<file path="src/rtl/lpsw_pkg.sv">
`default_nettype none
package lpsw_pkg;

  // ==========================================================================
  // Register map (byte addresses)
  localparam logic [11:0] ADDR_CMD    = 12'h000;
  localparam logic [11:0] ADDR_STATE  = 12'h004;
  localparam logic [11:0] ADDR_ARB    = 12'h008;
  localparam logic [11:0] ADDR_INT    = 12'h00C;
  localparam logic [11:0] ADDR_CTRL   = 12'h010;

  // ==========================================================================
  // Command word fields
  localparam int CMD_LOCK_BIT   = 7;
  localparam int CMD_CCG_BIT    = 6;
  localparam int CMD_MCG_BIT    = 5;
  localparam int CMD_MODE_LSB   = 2;
  localparam int CMD_MODE_MSB   = 4;
  localparam int CMD_DIR_MSB    = 1;

  localparam logic [1:0] DIR_NONE  = 2'b00;
  localparam logic [1:0] DIR_EXIT  = 2'b01;
  localparam logic [1:0] DIR_ENTRY = 2'b10;

  localparam logic [2:0] MODE_APD = 3'b000;
  localparam logic [2:0] MODE_PPD = 3'b001;
  localparam logic [2:0] MODE_SR  = 3'b010;

  localparam logic [7:0] CMD_LOCK_ONLY = 8'b100_000_00;

  // ==========================================================================
  // Ownership encodings
  localparam logic [3:0] ARB_IDLE    = 4'b0000;
  localparam logic [3:0] ARB_SW      = 4'b0001;
  localparam logic [3:0] ARB_AUTO    = 4'b0011;
  localparam logic [3:0] ARB_SW_LOCK = 4'b1001;

  // ==========================================================================
  // Status and interrupt word fields
  localparam int STAT_VALID_BIT = 5;
  localparam int INT_DONE_BIT   = 9;

  // Low-power depth codes reported in status bits [4:0]
  localparam logic [4:0] LP_NONE    = 5'h00;
  localparam logic [4:0] LP_APD     = 5'h01;
  localparam logic [4:0] LP_PPD     = 5'h02;
  localparam logic [4:0] LP_SR      = 5'h03;
  localparam logic [4:0] LP_SR_MCG  = 5'h04;
  localparam logic [4:0] LP_SR_CCG  = 5'h05;

  // Engine sequencing time per transition
  localparam int SEQ_CYCLES = 8;

endpackage
`default_nettype wire

</file>
<file path="src/rtl/lpsw_cmd_if.sv">
`timescale 1ns/1ps
`default_nettype none
interface lpsw_cmd_if;
  logic       req;
  logic [4:0] target;
  logic       isExit;
  logic       done;
  logic [4:0] curState;
  modport ctrl (output req, output target, output isExit, input done, input curState);
  modport eng  (input req, input target, input isExit, output done, output curState);
endinterface
`default_nettype wire

</file>
<file path="src/rtl/lpsw_engine.sv">
`timescale 1ns/1ps
`default_nettype none
// Transition sequencer of the power-saving unit
module lpsw_engine #(
  parameter int SEQ = lpsw_pkg::SEQ_CYCLES
) (
  input  wire logic clk_sys,
  input  wire logic resetn,
  lpsw_cmd_if.eng   cmd
);
  logic [7:0] cnt_q;
  logic       busy_q;
  logic [4:0] tgt_q;
  logic [4:0] cur_q;
  logic       done_q;

  assign cmd.done     = done_q;
  assign cmd.curState = cur_q;

  always_ff @(posedge clk_sys or negedge resetn) begin
    if (!resetn) begin
      cnt_q  <= 8'h00;
      busy_q <= 1'b0;
      tgt_q  <= lpsw_pkg::LP_NONE;
      cur_q  <= lpsw_pkg::LP_NONE;
      done_q <= 1'b0;
    end else begin
      done_q <= 1'b0;
      if (cmd.req && !busy_q) begin
        busy_q <= 1'b1;
        cnt_q  <= 8'(SEQ - 1);
        tgt_q  <= cmd.isExit ? lpsw_pkg::LP_NONE : cmd.target;
      end else if (busy_q) begin
        if (cnt_q == 8'h00) begin
          busy_q <= 1'b0;
          cur_q  <= tgt_q;
          done_q <= 1'b1;
        end else begin
          cnt_q <= cnt_q - 8'h01;
        end
      end
    end
  end
endmodule
`default_nettype wire

</file>
<file path="src/rtl/lpsw_top.sv">
`timescale 1ns/1ps
`default_nettype none
module lpsw_top (
  input  wire logic        clk_sys,
  input  wire logic        resetn,
  input  wire logic        psel,
  input  wire logic        penable,
  input  wire logic        pwrite,
  input  wire logic [11:0] paddr,
  input  wire logic [31:0] pwdata,
  output logic      [31:0] prdata,
  output logic             pready,
  output logic             pslverr,
  input  wire logic        autoReq,
  input  wire logic        rowOpen,
  output logic             autoGrant,
  output logic             memClkGate,
  output logic             ctlClkGate
);

  // ==========================================================================
  // Pin synchronisers
  logic [1:0] autoSync_q;
  logic [1:0] rowSync_q;
  wire        autoReqS = autoSync_q[1];
  wire        rowOpenS = rowSync_q[1];

  always_ff @(posedge clk_sys or negedge resetn) begin
    if (!resetn) begin
      autoSync_q <= 2'b00;
      rowSync_q  <= 2'b00;
    end else begin
      autoSync_q <= {autoSync_q[0], autoReq};
      rowSync_q  <= {rowSync_q[0], rowOpen};
    end
  end

  // ==========================================================================
  // APB decode
  wire apbWr   = psel && penable && pwrite;
  wire apbRd   = psel && penable && !pwrite;
  wire hitCmd  = (paddr == lpsw_pkg::ADDR_CMD);
  wire hitSt   = (paddr == lpsw_pkg::ADDR_STATE);
  wire hitArb  = (paddr == lpsw_pkg::ADDR_ARB);
  wire hitInt  = (paddr == lpsw_pkg::ADDR_INT);
  wire hitCtrl = (paddr == lpsw_pkg::ADDR_CTRL);
  wire hitAny  = hitCmd || hitSt || hitArb || hitInt || hitCtrl;
  wire cmdWr   = apbWr && hitCmd;
  wire intWr   = apbWr && hitInt;

  // ==========================================================================
  // State
  typedef enum logic [1:0] {
    ST_IDLE = 2'b00,
    ST_WAIT = 2'b01,
    ST_RUN  = 2'b10,
    ST_DONE = 2'b11
  } lpsw_state_e;

  lpsw_state_e fsm_q;
  logic [7:0]  cmd_q;
  logic [3:0]  arb_q;
  logic        valid_q;
  logic        intDone_q;
  logic        memGate_q;
  logic        ctlGate_q;
  logic        autoGrant_q;
  logic        engReq_q;
  logic [4:0]  engTgt_q;
  logic        engExit_q;
  logic [31:0] prdata_q;
  logic        pready_q;
  logic        pslverr_q;

  lpsw_cmd_if eng ();

  lpsw_engine #(.SEQ(lpsw_pkg::SEQ_CYCLES)) u_eng (
    .clk_sys (clk_sys),
    .resetn  (resetn),
    .cmd     (eng.eng)
  );

  assign eng.req    = engReq_q;
  assign eng.target = engTgt_q;
  assign eng.isExit = engExit_q;

  // ==========================================================================
  // Command decode
  function automatic logic [4:0] depth_of(input logic [7:0] c, input logic rows);
    logic [2:0] m;
    m = c[lpsw_pkg::CMD_MODE_MSB:lpsw_pkg::CMD_MODE_LSB];
    depth_of = lpsw_pkg::LP_NONE;
    if (m == lpsw_pkg::MODE_APD) begin
      depth_of = rows ? lpsw_pkg::LP_APD : lpsw_pkg::LP_PPD;
    end else if (m == lpsw_pkg::MODE_PPD) begin
      depth_of = lpsw_pkg::LP_PPD;
    end else if (m == lpsw_pkg::MODE_SR) begin
      if (c[lpsw_pkg::CMD_CCG_BIT] && c[lpsw_pkg::CMD_MCG_BIT]) begin
        depth_of = lpsw_pkg::LP_SR_CCG;
      end else if (c[lpsw_pkg::CMD_MCG_BIT]) begin
        depth_of = lpsw_pkg::LP_SR_MCG;
      end else begin
        depth_of = lpsw_pkg::LP_SR;
      end
    end
  endfunction

  wire [1:0] cmdDir   = cmd_q[lpsw_pkg::CMD_DIR_MSB:0];
  wire       cmdHold  = cmd_q[lpsw_pkg::CMD_LOCK_BIT];
  wire [4:0] curSt    = eng.curState;
  wire [4:0] reqDepth = depth_of(cmd_q, rowOpenS);
  wire       doExit   = (cmdDir == lpsw_pkg::DIR_EXIT) && (curSt != lpsw_pkg::LP_NONE);
  wire       doEntry  = (cmdDir == lpsw_pkg::DIR_ENTRY) && (reqDepth > curSt);
  wire       swOwns   = (arb_q == lpsw_pkg::ARB_SW) || (arb_q == lpsw_pkg::ARB_SW_LOCK);
  wire       canTake  = (arb_q == lpsw_pkg::ARB_IDLE) || swOwns;
  wire [3:0] swArb    = cmdHold ? lpsw_pkg::ARB_SW_LOCK : lpsw_pkg::ARB_SW;
  wire       autoCan  = (arb_q == lpsw_pkg::ARB_IDLE) || (arb_q == lpsw_pkg::ARB_AUTO);
  wire       autoWin  = autoReqS && (fsm_q == ST_IDLE) && autoCan;

  // ==========================================================================
  // Control machine
  always_ff @(posedge clk_sys or negedge resetn) begin
    if (!resetn) begin
      fsm_q     <= ST_IDLE;
      cmd_q     <= 8'h00;
      arb_q     <= lpsw_pkg::ARB_IDLE;
      valid_q   <= 1'b1;
      intDone_q <= 1'b0;
      engReq_q  <= 1'b0;
      engTgt_q  <= lpsw_pkg::LP_NONE;
      engExit_q <= 1'b0;
      autoGrant_q <= 1'b0;
    end else begin
      engReq_q <= 1'b0;
      if (intWr && pwdata[lpsw_pkg::INT_DONE_BIT]) begin
        intDone_q <= 1'b0;
      end
      case (fsm_q)
        ST_IDLE: begin
          if (cmdWr) begin
            cmd_q <= pwdata[7:0];
            fsm_q <= ST_WAIT;
          end else if (autoWin) begin
            arb_q       <= lpsw_pkg::ARB_AUTO;
            autoGrant_q <= 1'b1;
          end else if (!autoReqS && arb_q == lpsw_pkg::ARB_AUTO) begin
            arb_q       <= lpsw_pkg::ARB_IDLE;
            autoGrant_q <= 1'b0;
          end
        end
        ST_WAIT: begin
          if (!autoReqS && arb_q == lpsw_pkg::ARB_AUTO) begin
            arb_q       <= lpsw_pkg::ARB_IDLE;
            autoGrant_q <= 1'b0;
          end else if (canTake) begin
            if (!swOwns) begin
              arb_q <= swArb;
            end
            valid_q <= 1'b0;
            if (doExit || doEntry) begin
              engReq_q  <= 1'b1;
              engTgt_q  <= reqDepth;
              engExit_q <= doExit;
              fsm_q     <= ST_RUN;
            end else begin
              fsm_q <= ST_DONE;
            end
          end
        end
        ST_RUN: begin
          if (eng.done) begin
            fsm_q <= ST_DONE;
          end
        end
        ST_DONE: begin
          valid_q   <= 1'b1;
          intDone_q <= 1'b1;
          arb_q     <= cmdHold ? lpsw_pkg::ARB_SW_LOCK : lpsw_pkg::ARB_IDLE;
          fsm_q     <= ST_IDLE;
        end
        default: fsm_q <= ST_IDLE;
      endcase
    end
  end

  // ==========================================================================
  // Clock gate outputs follow the reached state
  always_ff @(posedge clk_sys or negedge resetn) begin
    if (!resetn) begin
      memGate_q <= 1'b0;
      ctlGate_q <= 1'b0;
    end else begin
      memGate_q <= (curSt == lpsw_pkg::LP_SR_MCG) || (curSt == lpsw_pkg::LP_SR_CCG);
      ctlGate_q <= (curSt == lpsw_pkg::LP_SR_CCG);
    end
  end

  // ==========================================================================
  // APB read path
  wire [31:0] stWord  = {26'h0, valid_q, curSt};
  wire [31:0] intWord = {22'h0, intDone_q, 9'h0};
  wire [31:0] ctlWord = {30'h0, rowOpenS, autoGrant_q};
  wire [31:0] rdMux   = hitCmd ? {24'h0, cmd_q} :
                        hitSt  ? stWord :
                        hitArb ? {28'h0, arb_q} :
                        hitInt ? intWord :
                        hitCtrl ? ctlWord : 32'h0;

  always_ff @(posedge clk_sys or negedge resetn) begin
    if (!resetn) begin
      prdata_q  <= 32'h0;
      pready_q  <= 1'b0;
      pslverr_q <= 1'b0;
    end else begin
      pready_q  <= psel && !penable;
      pslverr_q <= psel && !penable && !hitAny;
      prdata_q  <= (psel && !penable && !pwrite) ? rdMux : prdata_q;
    end
  end

  assign prdata     = prdata_q;
  assign pready     = pready_q;
  assign pslverr    = pslverr_q;
  assign autoGrant  = autoGrant_q;
  assign memClkGate = memGate_q;
  assign ctlClkGate = ctlGate_q;

endmodule
`default_nettype wire

</file>
<file path="config.mk">
export PLATFORM = sky130hd
export DESIGN_NAME = lpsw_top
export DESIGN_NICKNAME = d
export VERILOG_FILES = /design/src/rtl/lpsw_pkg.sv /design/src/rtl/lpsw_cmd_if.sv /design/src/rtl/lpsw_engine.sv /design/src/rtl/lpsw_top.sv
export SDC_FILE = /design/constraint.sdc
export NUM_CORES = 1
export LEC_CHECK = 0
export ABC_AREA = 1
export BUFFER_PORTS_ARGS = -buffer_cell sky130_fd_sc_hd__buf_2
export CORE_ASPECT_RATIO = 1.5
export CORE_UTILIZATION = 50
export CTS_CLUSTER_DIAMETER = 100
export CTS_CLUSTER_SIZE = 24
export DETAILED_ROUTE_END_ITERATION = 12
export GPL_ROUTABILITY_DRIVEN = 1
export PLACE_DENSITY = 0.76
export SLEW_MARGIN = 20
export SYNTH_ARGS = -nofsm -noshare
export SYNTH_HDL_FRONTEND = slang
export SYNTH_HIERARCHICAL = 1
export SYNTH_SLANG_ARGS = --single-unit
</file>
<file path="constraint.sdc">
create_clock -name clk_sys -period 2.4 [get_ports clk_sys]
set_input_delay 0 -clock clk_sys [delete_from_list [all_inputs] [get_ports clk_sys]]
set_output_delay 0 -clock clk_sys [all_outputs]
set_load 0.01 [all_outputs]
</file>
==> metrics.txt, run 1 <==
Final setup viols 0; Area Overhead vs Synth 17.7%; initial core utilization 0.526; Crit Path Category flop to flop; crit path time final 2040 ps; Hold Crit Class primary input to flop; commonest non-fill, non-tap cells in the layout 102 x nand2_1, 57 x dfrtp_1, 52 x inv_1, 41 x buf_2, 31 x nand3_1; Clk pin slew, worst setup/hold paths 70 ps; initial drt markers about 150; Nets 535; post-synthesis cell type count 36; routability congestion estimate 0.857; Hold Path Origin paddr[2]; outcome complete, no violations; die area approximately 6900 um2; detailed-placement wirelength estimate 5.04 mm; register area share after synthesis 0.441; clk sinks 58; total CTS buffers 9; Pwr Density 722 nW/um2; Core Area 6260 um2; internal power between 1.5 and 2 mW; DR vias 2789; setup tns final 0 ps; synth warn 6; Layout Skew 6.67 ps; post-synthesis cell count between 400 and 500; Comb pwr share 0.220; max_slew headroom 0.622; startpoint types flop; Routed WL 7.06 mm; Routed WL per cell roughly 13 um; cts repair resizes 0; Worst EP arrival approximately 2300 ps; Final period util 0.848; first-pass GRT wire length around 12 mm; CP max FO 8; Worst Hold End prdata[9]$_DFFE_PN0P_; clock network fraction of design power 0.380; Power, Total about 2.8 mW; top_reg_cell synth dfrtp_1; Final Hold Fails 0; die extent in x 68.3 um; Worst Path Required 2640 ps; share of power burned in registers 0.400; # IOs 88; IR drop worst, VDD 0.416 mV; unrepaired setup endpoints after global routing no; Psw 865 uW; Slew @ Worst Pin roughly 570 ps; DRC Markers 0; Via density 5.05; R2R cell count 12; DRT Pass-1 Iters 4; initial antenna violation count 0; max_cap viols 0; Worst Hold Depth 3; Mean Syn Cell Area 8.09 um2; CTS tree built; worst reg-to-reg setup slack 360 ps; Core Rows 35; share of cells above drive strength 1 0.201; Leak Pwr 2.08 nW; #FFs+latches synth 58; Reg-to-Reg Start cmd_q[2]$_DFFE_PN0P_; Clk Latency, worst-skew pair 350 ps; GRT overflow 0; Post-CTS Hold Buffers 15; GRT Overall Usage 0.231; number of synthesized flops with an enable pin 0; number of global-route vias before repair ~2700; Slew Limit Fails 0; most common cell after layout, fill and taps aside nand2_1; switching portion of total power 0.309; largest net degree at the start of global routing 46; post-CTS setup buffer count 0; asr flop ratio synth 1.00; Post-Syn Area 3290 um2; H-tree depth 3; Worst Setup End Kind flop; CTS Root Cell clkbuf_8; clock tree buffer depth 2; ANT nets after route 0; DIE HEIGHT 101 um; PortBufs 41; # diodes 0; Max Freq 491 MHz; Reg-to-Reg End eng.target[2]$_DFFE_PN0P_
-- area by class of cell --
class | instances | area [um2]
inverters | 56 | 210
clock buffers | 12 | 165
fillers | 552 | 2380
repair buffers | 58 | 370
clock inverters | 4 | 72.6
multi-input cells | 290 | 1510
flip-flops and latches | 58 | 1450
well taps | 74 | 92.6
-- through the flow --
step	util	cells	instance area, um2	hold slack (ps)	setup WS [ps]
floorplan	-	431	3380	-296	728
global placement	0.557	521	3490	-93.0	531
detailed placement	0.557	521	3490	-82.1	429
CTS	0.619	552	3880	2.37	394
global route	0.619	552	3880	27.6	152
finish	0.619	552	3880	13.1	365
-- synthesized netlist by cell type (2+ instances only) --
| cell type | count | area [um2] |
|---|---|---|
| buf_4 | 23 | 173 |
| inv_2 | 3 | 11.3 |
| nand2_1 | 102 | 383 |
| nor3_1 | 3 | 15.0 |
| nand3_1 | 31 | 155 |
| inv_1 | 52 | 195 |
| or2_2 | 2 | 12.5 |
| dfrtp_1 | 57 | 1430 |
| nor2_8 | 2 | 40.0 |
| nor2_1 | 26 | 97.6 |
| o21ai_1 | 7 | 35.0 |
| nor2_2 | 4 | 25.0 |
| o22ai_1 | 2 | 12.5 |
| ha_1 | 11 | 138 |
| o21ai_2 | 8 | 70.1 |
| a21oi_1 | 7 | 35.0 |
| nor2_4 | 6 | 67.6 |
| o31ai_1 | 2 | 15.0 |
| nand2_2 | 7 | 43.8 |
| o21ai_0 | 26 | 130 |
| nand4_1 | 11 | 68.8 |
-- critical path: stages, from the launching register on --
cell	delay, ps
dfrtp_1	400
nor2_1	130
nand2_1	90
nor2_1	180
ha_1	280
a21oi_1	190
o21ai_0	130
nand2_1	110
nand2_1	60
nand2_1	180
inv_1	90
nand2_1	60
nand2_1	40
-- flip-flops by register name, indices dropped and copies added (netlist names), 2 cells and up --
| signal | count |
|---|---|
| arb_q | 3 |
| autoSync_q | 2 |
| cmd_q | 8 |
| eng.target | 3 |
| fsm_q | 2 |
| prdata | 9 |
| rowSync_q | 2 |
| u_eng/cmd.curState | 5 |
| u_eng/cnt_q | 8 |
| u_eng/tgt_q | 5 |
-- worst max-delay path by stage --
stage                         start                        end
2_1_floorplan  cmd_q[4]$_DFFE_PN0P_  eng.target[2]$_DFFE_PN0P_
3_3_place_gp   cmd_q[4]$_DFFE_PN0P_  eng.target[2]$_DFFE_PN0P_
3_5_place_dp   cmd_q[4]$_DFFE_PN0P_  eng.target[2]$_DFFE_PN0P_
4_1_cts        cmd_q[4]$_DFFE_PN0P_  eng.target[2]$_DFFE_PN0P_
5_1_grt        cmd_q[4]$_DFFE_PN0P_  eng.target[2]$_DFFE_PN0P_
6_report       cmd_q[2]$_DFFE_PN0P_  eng.target[2]$_DFFE_PN0P_
-- power by group through the flow --
stage | registers [mW] | clock network [mW] | logic, mW
2_1_floorplan | 1.13 | 0 | 0.451
3_3_place_gp | 1.13 | 0 | 0.557
3_5_place_dp | 1.14 | 0 | 0.587
4_1_cts | 1.12 | 1.08 | 0.613
5_1_grt | 1.13 | 1.13 | 0.703
6_report | 1.12 | 1.06 | 0.615
-- per-layer routing --
layer | track usage | share of wire | up-vias
li1 | - | - | 1388
met1 | 0.255 | 0.41 | 1317
met2 | 0.398 | 0.54 | 69
met3 | 0.0552 | 0.032 | 15
met4 | 0.119 | 0.024 | 0
met5 | 0 | 0 | -
-- cells by family (layout without fill, tap and decap cells) --
group,after synthesis,count (layout),synth area share
compound gates,55,55,0.0976
flops,58,58,0.441
buf+inv,83,130,0.127
simple gates,199,199,0.292
fa+ha+maj,11,11,0.0418
other cells,1,25,0.00114
(Power assumes the default switching activity.)
==> run 2, diff against run 1 <==
==> constraint.sdc (replaced) <==
create_clock -name clk_sys -period 2 [get_ports clk_sys]
set_input_delay 0 -clock clk_sys [delete_from_list [all_inputs] [get_ports clk_sys]]
set_output_delay 0 -clock clk_sys [all_outputs]
set_load 0.01 [all_outputs]
==> run 2 against run 1 <==
  * Final cell count up 0.36%
  * Non-clock buffer count rose by 2
  * Fmax grew 13%
  * Sequential power is 21% higher
  * Flip-flop and latch count stayed put
  * Highest routed layer unchanged
  * Critical path depth stayed put
  * Die area stayed put
  * Largest power group unchanged
  * Via count about the same
  * Clock skew down 0.57 ps
  * First-iteration DRC count grew 20%
  * Register-to-register slack got worse by 170 ps
==> metrics.txt, run 2 (same netlist as run 1, synthesis figures left out) <==
Final setup viols 0; Final Hold Fails 0; Routed WL per cell 12.1 um; die extent in x 68.3 um; Worst Path Required 2220 ps; Max Freq ~550 MHz; max reg flops 9; CP max FO 8; GRT Overall Usage 0.221; DIE HEIGHT 101 um; ANT nets after route 0; worst setup margin 194 ps; Worst EP arrival 2020 ps; Worst path most repeated cell nand2_1; initial core utilization 0.526; total CTS buffers 9; Hold Crit Class primary input to flop; post-CTS setup buffer count 0; slowest stage cell on the critical path dfrtp_1; outcome complete, no violations; DRT Pass-1 Iters 4; most common cell after layout, fill and taps aside nand2_1; first-pass GRT wire length 11.2 mm; pre-CTS setup slack 116 ps; Slew Limit Fails 0; crit path time final 1810 ps; Routed WL 6.71 mm; Via density 5.03; GRT overflow 0; largest net degree at the start of global routing 35; commonest non-fill, non-tap cells in the layout 101 x nand2_1, 57 x dfrtp_1, 52 x inv_1, 41 x buf_2, 31 x nand3_1; Post-Layout Cell Count between 500 and 600; CTS tree built; Worst Setup End Kind flop; CTS Root Cell clkbuf_8; clock tree buffer depth 2; IR drop worst, VDD between 0.4 and 0.5 mV; Core Area between 6000 and 7000 um2; Power, Total 3.33 mW; routability congestion estimate 0.827; Area Overhead vs Synth 18.8%; startpoint types flop; PortBufs 41; Core Rows 35; Leak Pwr 2.10 nW; Placed Cells 523; Layout Skew a little over 6 ps; Clk pin slew, worst setup/hold paths 60 ps; die area 6920 um2; initial antenna violation count 0; Final period util 0.903; H-tree depth 3; Pwr Density 850 nW/um2; max_cap viols 0; share of cells above drive strength 1 0.210; Clk Latency, worst-skew pair 340 ps; number of global-route vias before repair 2689; detailed-placement wirelength estimate 5.04 mm; Critical Path Max Stage Delay just under 400 ps; setup tns final 0 ps; # IOs 88; DRC Markers 0; max_slew headroom 0.607; Crit Path Category flop to flop; Nets 537; DR vias 2788; unrepaired setup endpoints after global routing no; Slew @ Worst Pin 590 ps; initial drt markers roughly 180; CP Cell Sequence nor2_2 > nand3_1 > nand3_1 > inv_1 > ha_1 > nand2_1 > o21ai_0 > nand2_1 > nand2_1 > nand2_2 > nand2_1 > o21ai_0; clk sinks 58; # diodes 0
==> run 2: cell types whose count changed in the layout (fill, tap and decap cells not counted), sizes merged <==
cell / delta
buf: +2
==> run 2: critical path: cells and delay by family, from the launching register on <==
family / cells / cell delay (ps)
DFF: 1 / 390
adders and majority gates: 1 / 260
and+or+nand+nor: 8 / 720
AOI/OAI and AO/OA: 2 / 260
buffers and inverters: 1 / 50
==> run 2: metrics by stage <==
step	hold slack, ps	instance area, um2	util
5_1_grt	44.7	3910	0.625
4_1_cts	7.00	3910	0.624
3_3_place_gp	38.5	3520	0.562
6_report	22.4	3910	0.625
2_1_floorplan	-296	3380	-
3_5_place_dp	40.1	3520	0.562
==> run 2: path summary, 6_finish.rpt <==
kind | from | endpoint | slack [ps] | depth (start not counted)
setup / recovery | cmd_q[4]$_DFFE_PN0P_ | eng.target[1]$_DFFE_PN0P_ | 190 | 12
hold / removal | paddr[2] | prdata[9]$_DFFE_PN0P_ | 20 | 3
setup reg to reg | cmd_q[4]$_DFFE_PN0P_ | eng.target[1]$_DFFE_PN0P_ | 190 | 12
hold reg to reg | autoSync_q[0]$_DFF_PN0_ | autoSync_q[1]$_DFF_PN0_ | 350 | 0
max in group asynchronous | resetn | pready$_DFF_PN0_ | 1230 | 3
min in group asynchronous | resetn | u_eng/busy_q$_DFF_PN0_ | 190 | 2
==> run 2: repair_timing <==
| item | 4_1_cts | 5_1_grt |
|---|---|---|
| endpoints found under the hold margin | 37 | 0 |
| hold buffers | 15 | 0 |
| gates resized for setup | 0 | 4 |
| endpoints found under the setup margin | 0 | 5 |
==> run 2: power by group <==
group | total [mW] | switching [mW] | leakage (nW) | internal [mW]
clock | 1.26 | 0.460 | 0.119 | 0.801
combinational | 0.719 | 0.459 | 1.25 | 0.260
sequential | 1.35 | 0.0812 | 0.730 | 1.26
==> run 2: cell type report <==
| cell class | count | area, um2 |
|---|---|---|
| Tap cell | 74 | 92.6 |
| Inverter | 56 | 210 |
| Multi-Input combinational cell | 290 | 1520 |
| Timing Repair Buffer | 60 | 398 |
| Clock inverter | 4 | 72.6 |
| Sequential cell | 58 | 1450 |
| Fill cell | 551 | 2350 |
| Clock buffer | 12 | 165 |
==> run 2: per-layer routing <==
metal,part of all wire,GRT usage,vias up
li1,-,-,1392
met1,0.40,0.238,1312
met2,0.54,0.385,69
met3,0.037,0.0687,15
met4,0.023,0.0978,0
met5,0,0,-
==> run 3, diff against run 2 <==
==> constraint.sdc (replaced) <==
create_clock -name clk_sys -period 2.3 [get_ports clk_sys]
set_input_delay 0 -clock clk_sys [delete_from_list [all_inputs] [get_ports clk_sys]]
set_output_delay 0 -clock clk_sys [all_outputs]
set_load 0.01 [all_outputs]
==> run 3 against run 2 <==
  * Clock skew about the same
  * Via count increased by 0.65%
  * Power decreased by 17%
  * Flip-flop and latch count stayed put
  * First-iteration DRC count decreased by 24%
  * Wire length is essentially flat
  * Count of clock-buffer cells in the layout is 1 higher
  * Clock power is 24% lower
  * Critical endpoint is now eng.target[2]$_DFFE_PN0P_
  * Largest power group unchanged
  * Highest routed layer unchanged
==> metrics.txt, run 3 (same netlist as run 1, synthesis figures left out) <==
outcome complete, no violations; Via density 5.08; commonest non-fill, non-tap cells in the layout 102 x nand2_1, 57 x dfrtp_1, 52 x inv_1, 41 x buf_2, 31 x nand3_1; initial antenna violation count 0; IR drop worst, VDD 0.363 mV; most common cell after layout, fill and taps aside nand2_1; CTS Root Cell clkbuf_8; detailed-placement wirelength estimate 4.94 mm; Slew @ Worst Pin slightly above 700 ps; Critical Path Max Stage Delay 390 ps; DIE HEIGHT 101 um; Max Freq 522 MHz; clock tree buffer depth 2; DRC Markers 0; # IOs 88; CTS tree built; post-CTS setup buffer count 0; max_cap viols 0; met2 routed WL ~3.5 mm; die extent in x ~68 um; Hold Crit Class primary input to flop; GRT overflow 0; initial core utilization 0.526; Pwr Density 714 nW/um2; initial drt markers between 100 and 150; GRT Overall Usage 0.227; final core utilization 0.615; area post-placement 3490 um2; Layout Skew 6.60 ps; clk sinks 58; Core Area 6260 um2; max_slew headroom 0.525; pre-CTS setup slack 396 ps; Leak Pwr 2.07 nW; PortBufs 41; worst reg-to-reg setup slack approximately 380 ps; number of global-route vias before repair 2690; crit path time final 1920 ps; Core Rows 35; Nets 536; Slew Limit Fails 0; met3 wire length between 200 and 300 um; Final Hold Fails 0; Worst Setup End Kind flop; largest net degree at the start of global routing 59; worst setup margin 384 ps; CP max FO 8; slowest stage cell on the critical path dfrtp_1; Crit Path Category flop to flop; total CTS buffers 9; unrepaired setup endpoints after global routing no; Clk Latency, worst-skew pair 340 ps; hold_ws 19.1 ps; design area 3850 um2; setup tns final 0 ps; DRT Pass-1 Iters 4; max reg flops 9; Worst Path Required 2530 ps; Worst EP arrival 2150 ps; Power, Total 2.75 mW; crit-path leading delay family simple AND/OR/NAND/NOR gates; Placed Cells 521; met1 WL 2.66 mm; Buf/Inv on CP 1; startpoint types flop; Routed WL per cell 12.2 um; routability congestion estimate 0.863; Highest Signal Layer met4; first-pass GRT wire length 11.5 mm; Area Overhead vs Synth 17.0%; DR vias 2806; Worst path most repeated cell nand2_1; CP Cell Sequence nor2_1 > nand2_1 > nor2_1 > ha_1 > a21oi_1 > o21ai_0 > nand2_1 > nand2_1 > nand2_1 > inv_1 > nand2_1 > nand2_1; die area about 7000 um2; Clk pin slew, worst setup/hold paths ~60 ps; Final setup viols 0; Final period util 0.833; Routed WL 6.71 mm; share of cells above drive strength 1 0.197; ANT nets after route 0; # diodes 0; H-tree depth 3; Post-Layout Cell Count between 500 and 600
==> run 3: path summary, 6_finish.rpt <==
path	start	to	cells past startpoint
max	cmd_q[2]$_DFFE_PN0P_	eng.target[2]$_DFFE_PN0P_	12
min	paddr[2]	prdata[9]$_DFFE_PN0P_	3
max reg2reg	cmd_q[2]$_DFFE_PN0P_	eng.target[2]$_DFFE_PN0P_	12
min reg2reg	autoSync_q[0]$_DFF_PN0_	autoSync_q[1]$_DFF_PN0_	0
max in group asynchronous	resetn	rowSync_q[0]$_DFF_PN0_	3
min in group asynchronous	resetn	u_eng/cnt_q[7]$_DFFE_PN0P_	3
==> run 3: where the power goes <==
| part | switching, mW | total, mW | internal (mW) |
|---|---|---|---|
| clock | 0.378 | 0.959 | 0.581 |
| sequential | 0.0680 | 1.17 | 1.10 |
| combinational | 0.399 | 0.624 | 0.225 |
==> run 3: metal layers <==
layer / up-vias / track usage
li1: 1382 / -
met1: 1311 / 0.249
met2: 85 / 0.377
met3: 28 / 0.0586
met4: 0 / 0.144
met5: - / 0
==> run 3: layout make-up <==
class,count,area (um2)
well taps,74,92.6
clock buffers,13,169
repair buffers,59,380
fillers,552,2410
multi-input cells,290,1510
clock inverters,2,35.0
flip-flops and latches,58,1450
inverters,56,210
==> run 3: timing repair <==
action | CTS | global route
hold buffers | 16 | 0
resized for setup | 0 | 0
hold endpoints to repair | 71 | 0
endpoints found under the setup margin | 0 | 0
==> run 3: worst min-delay path: stages <==
cell and delay (ps):
buf_2 110, nand4_1 120, o21ai_0 80
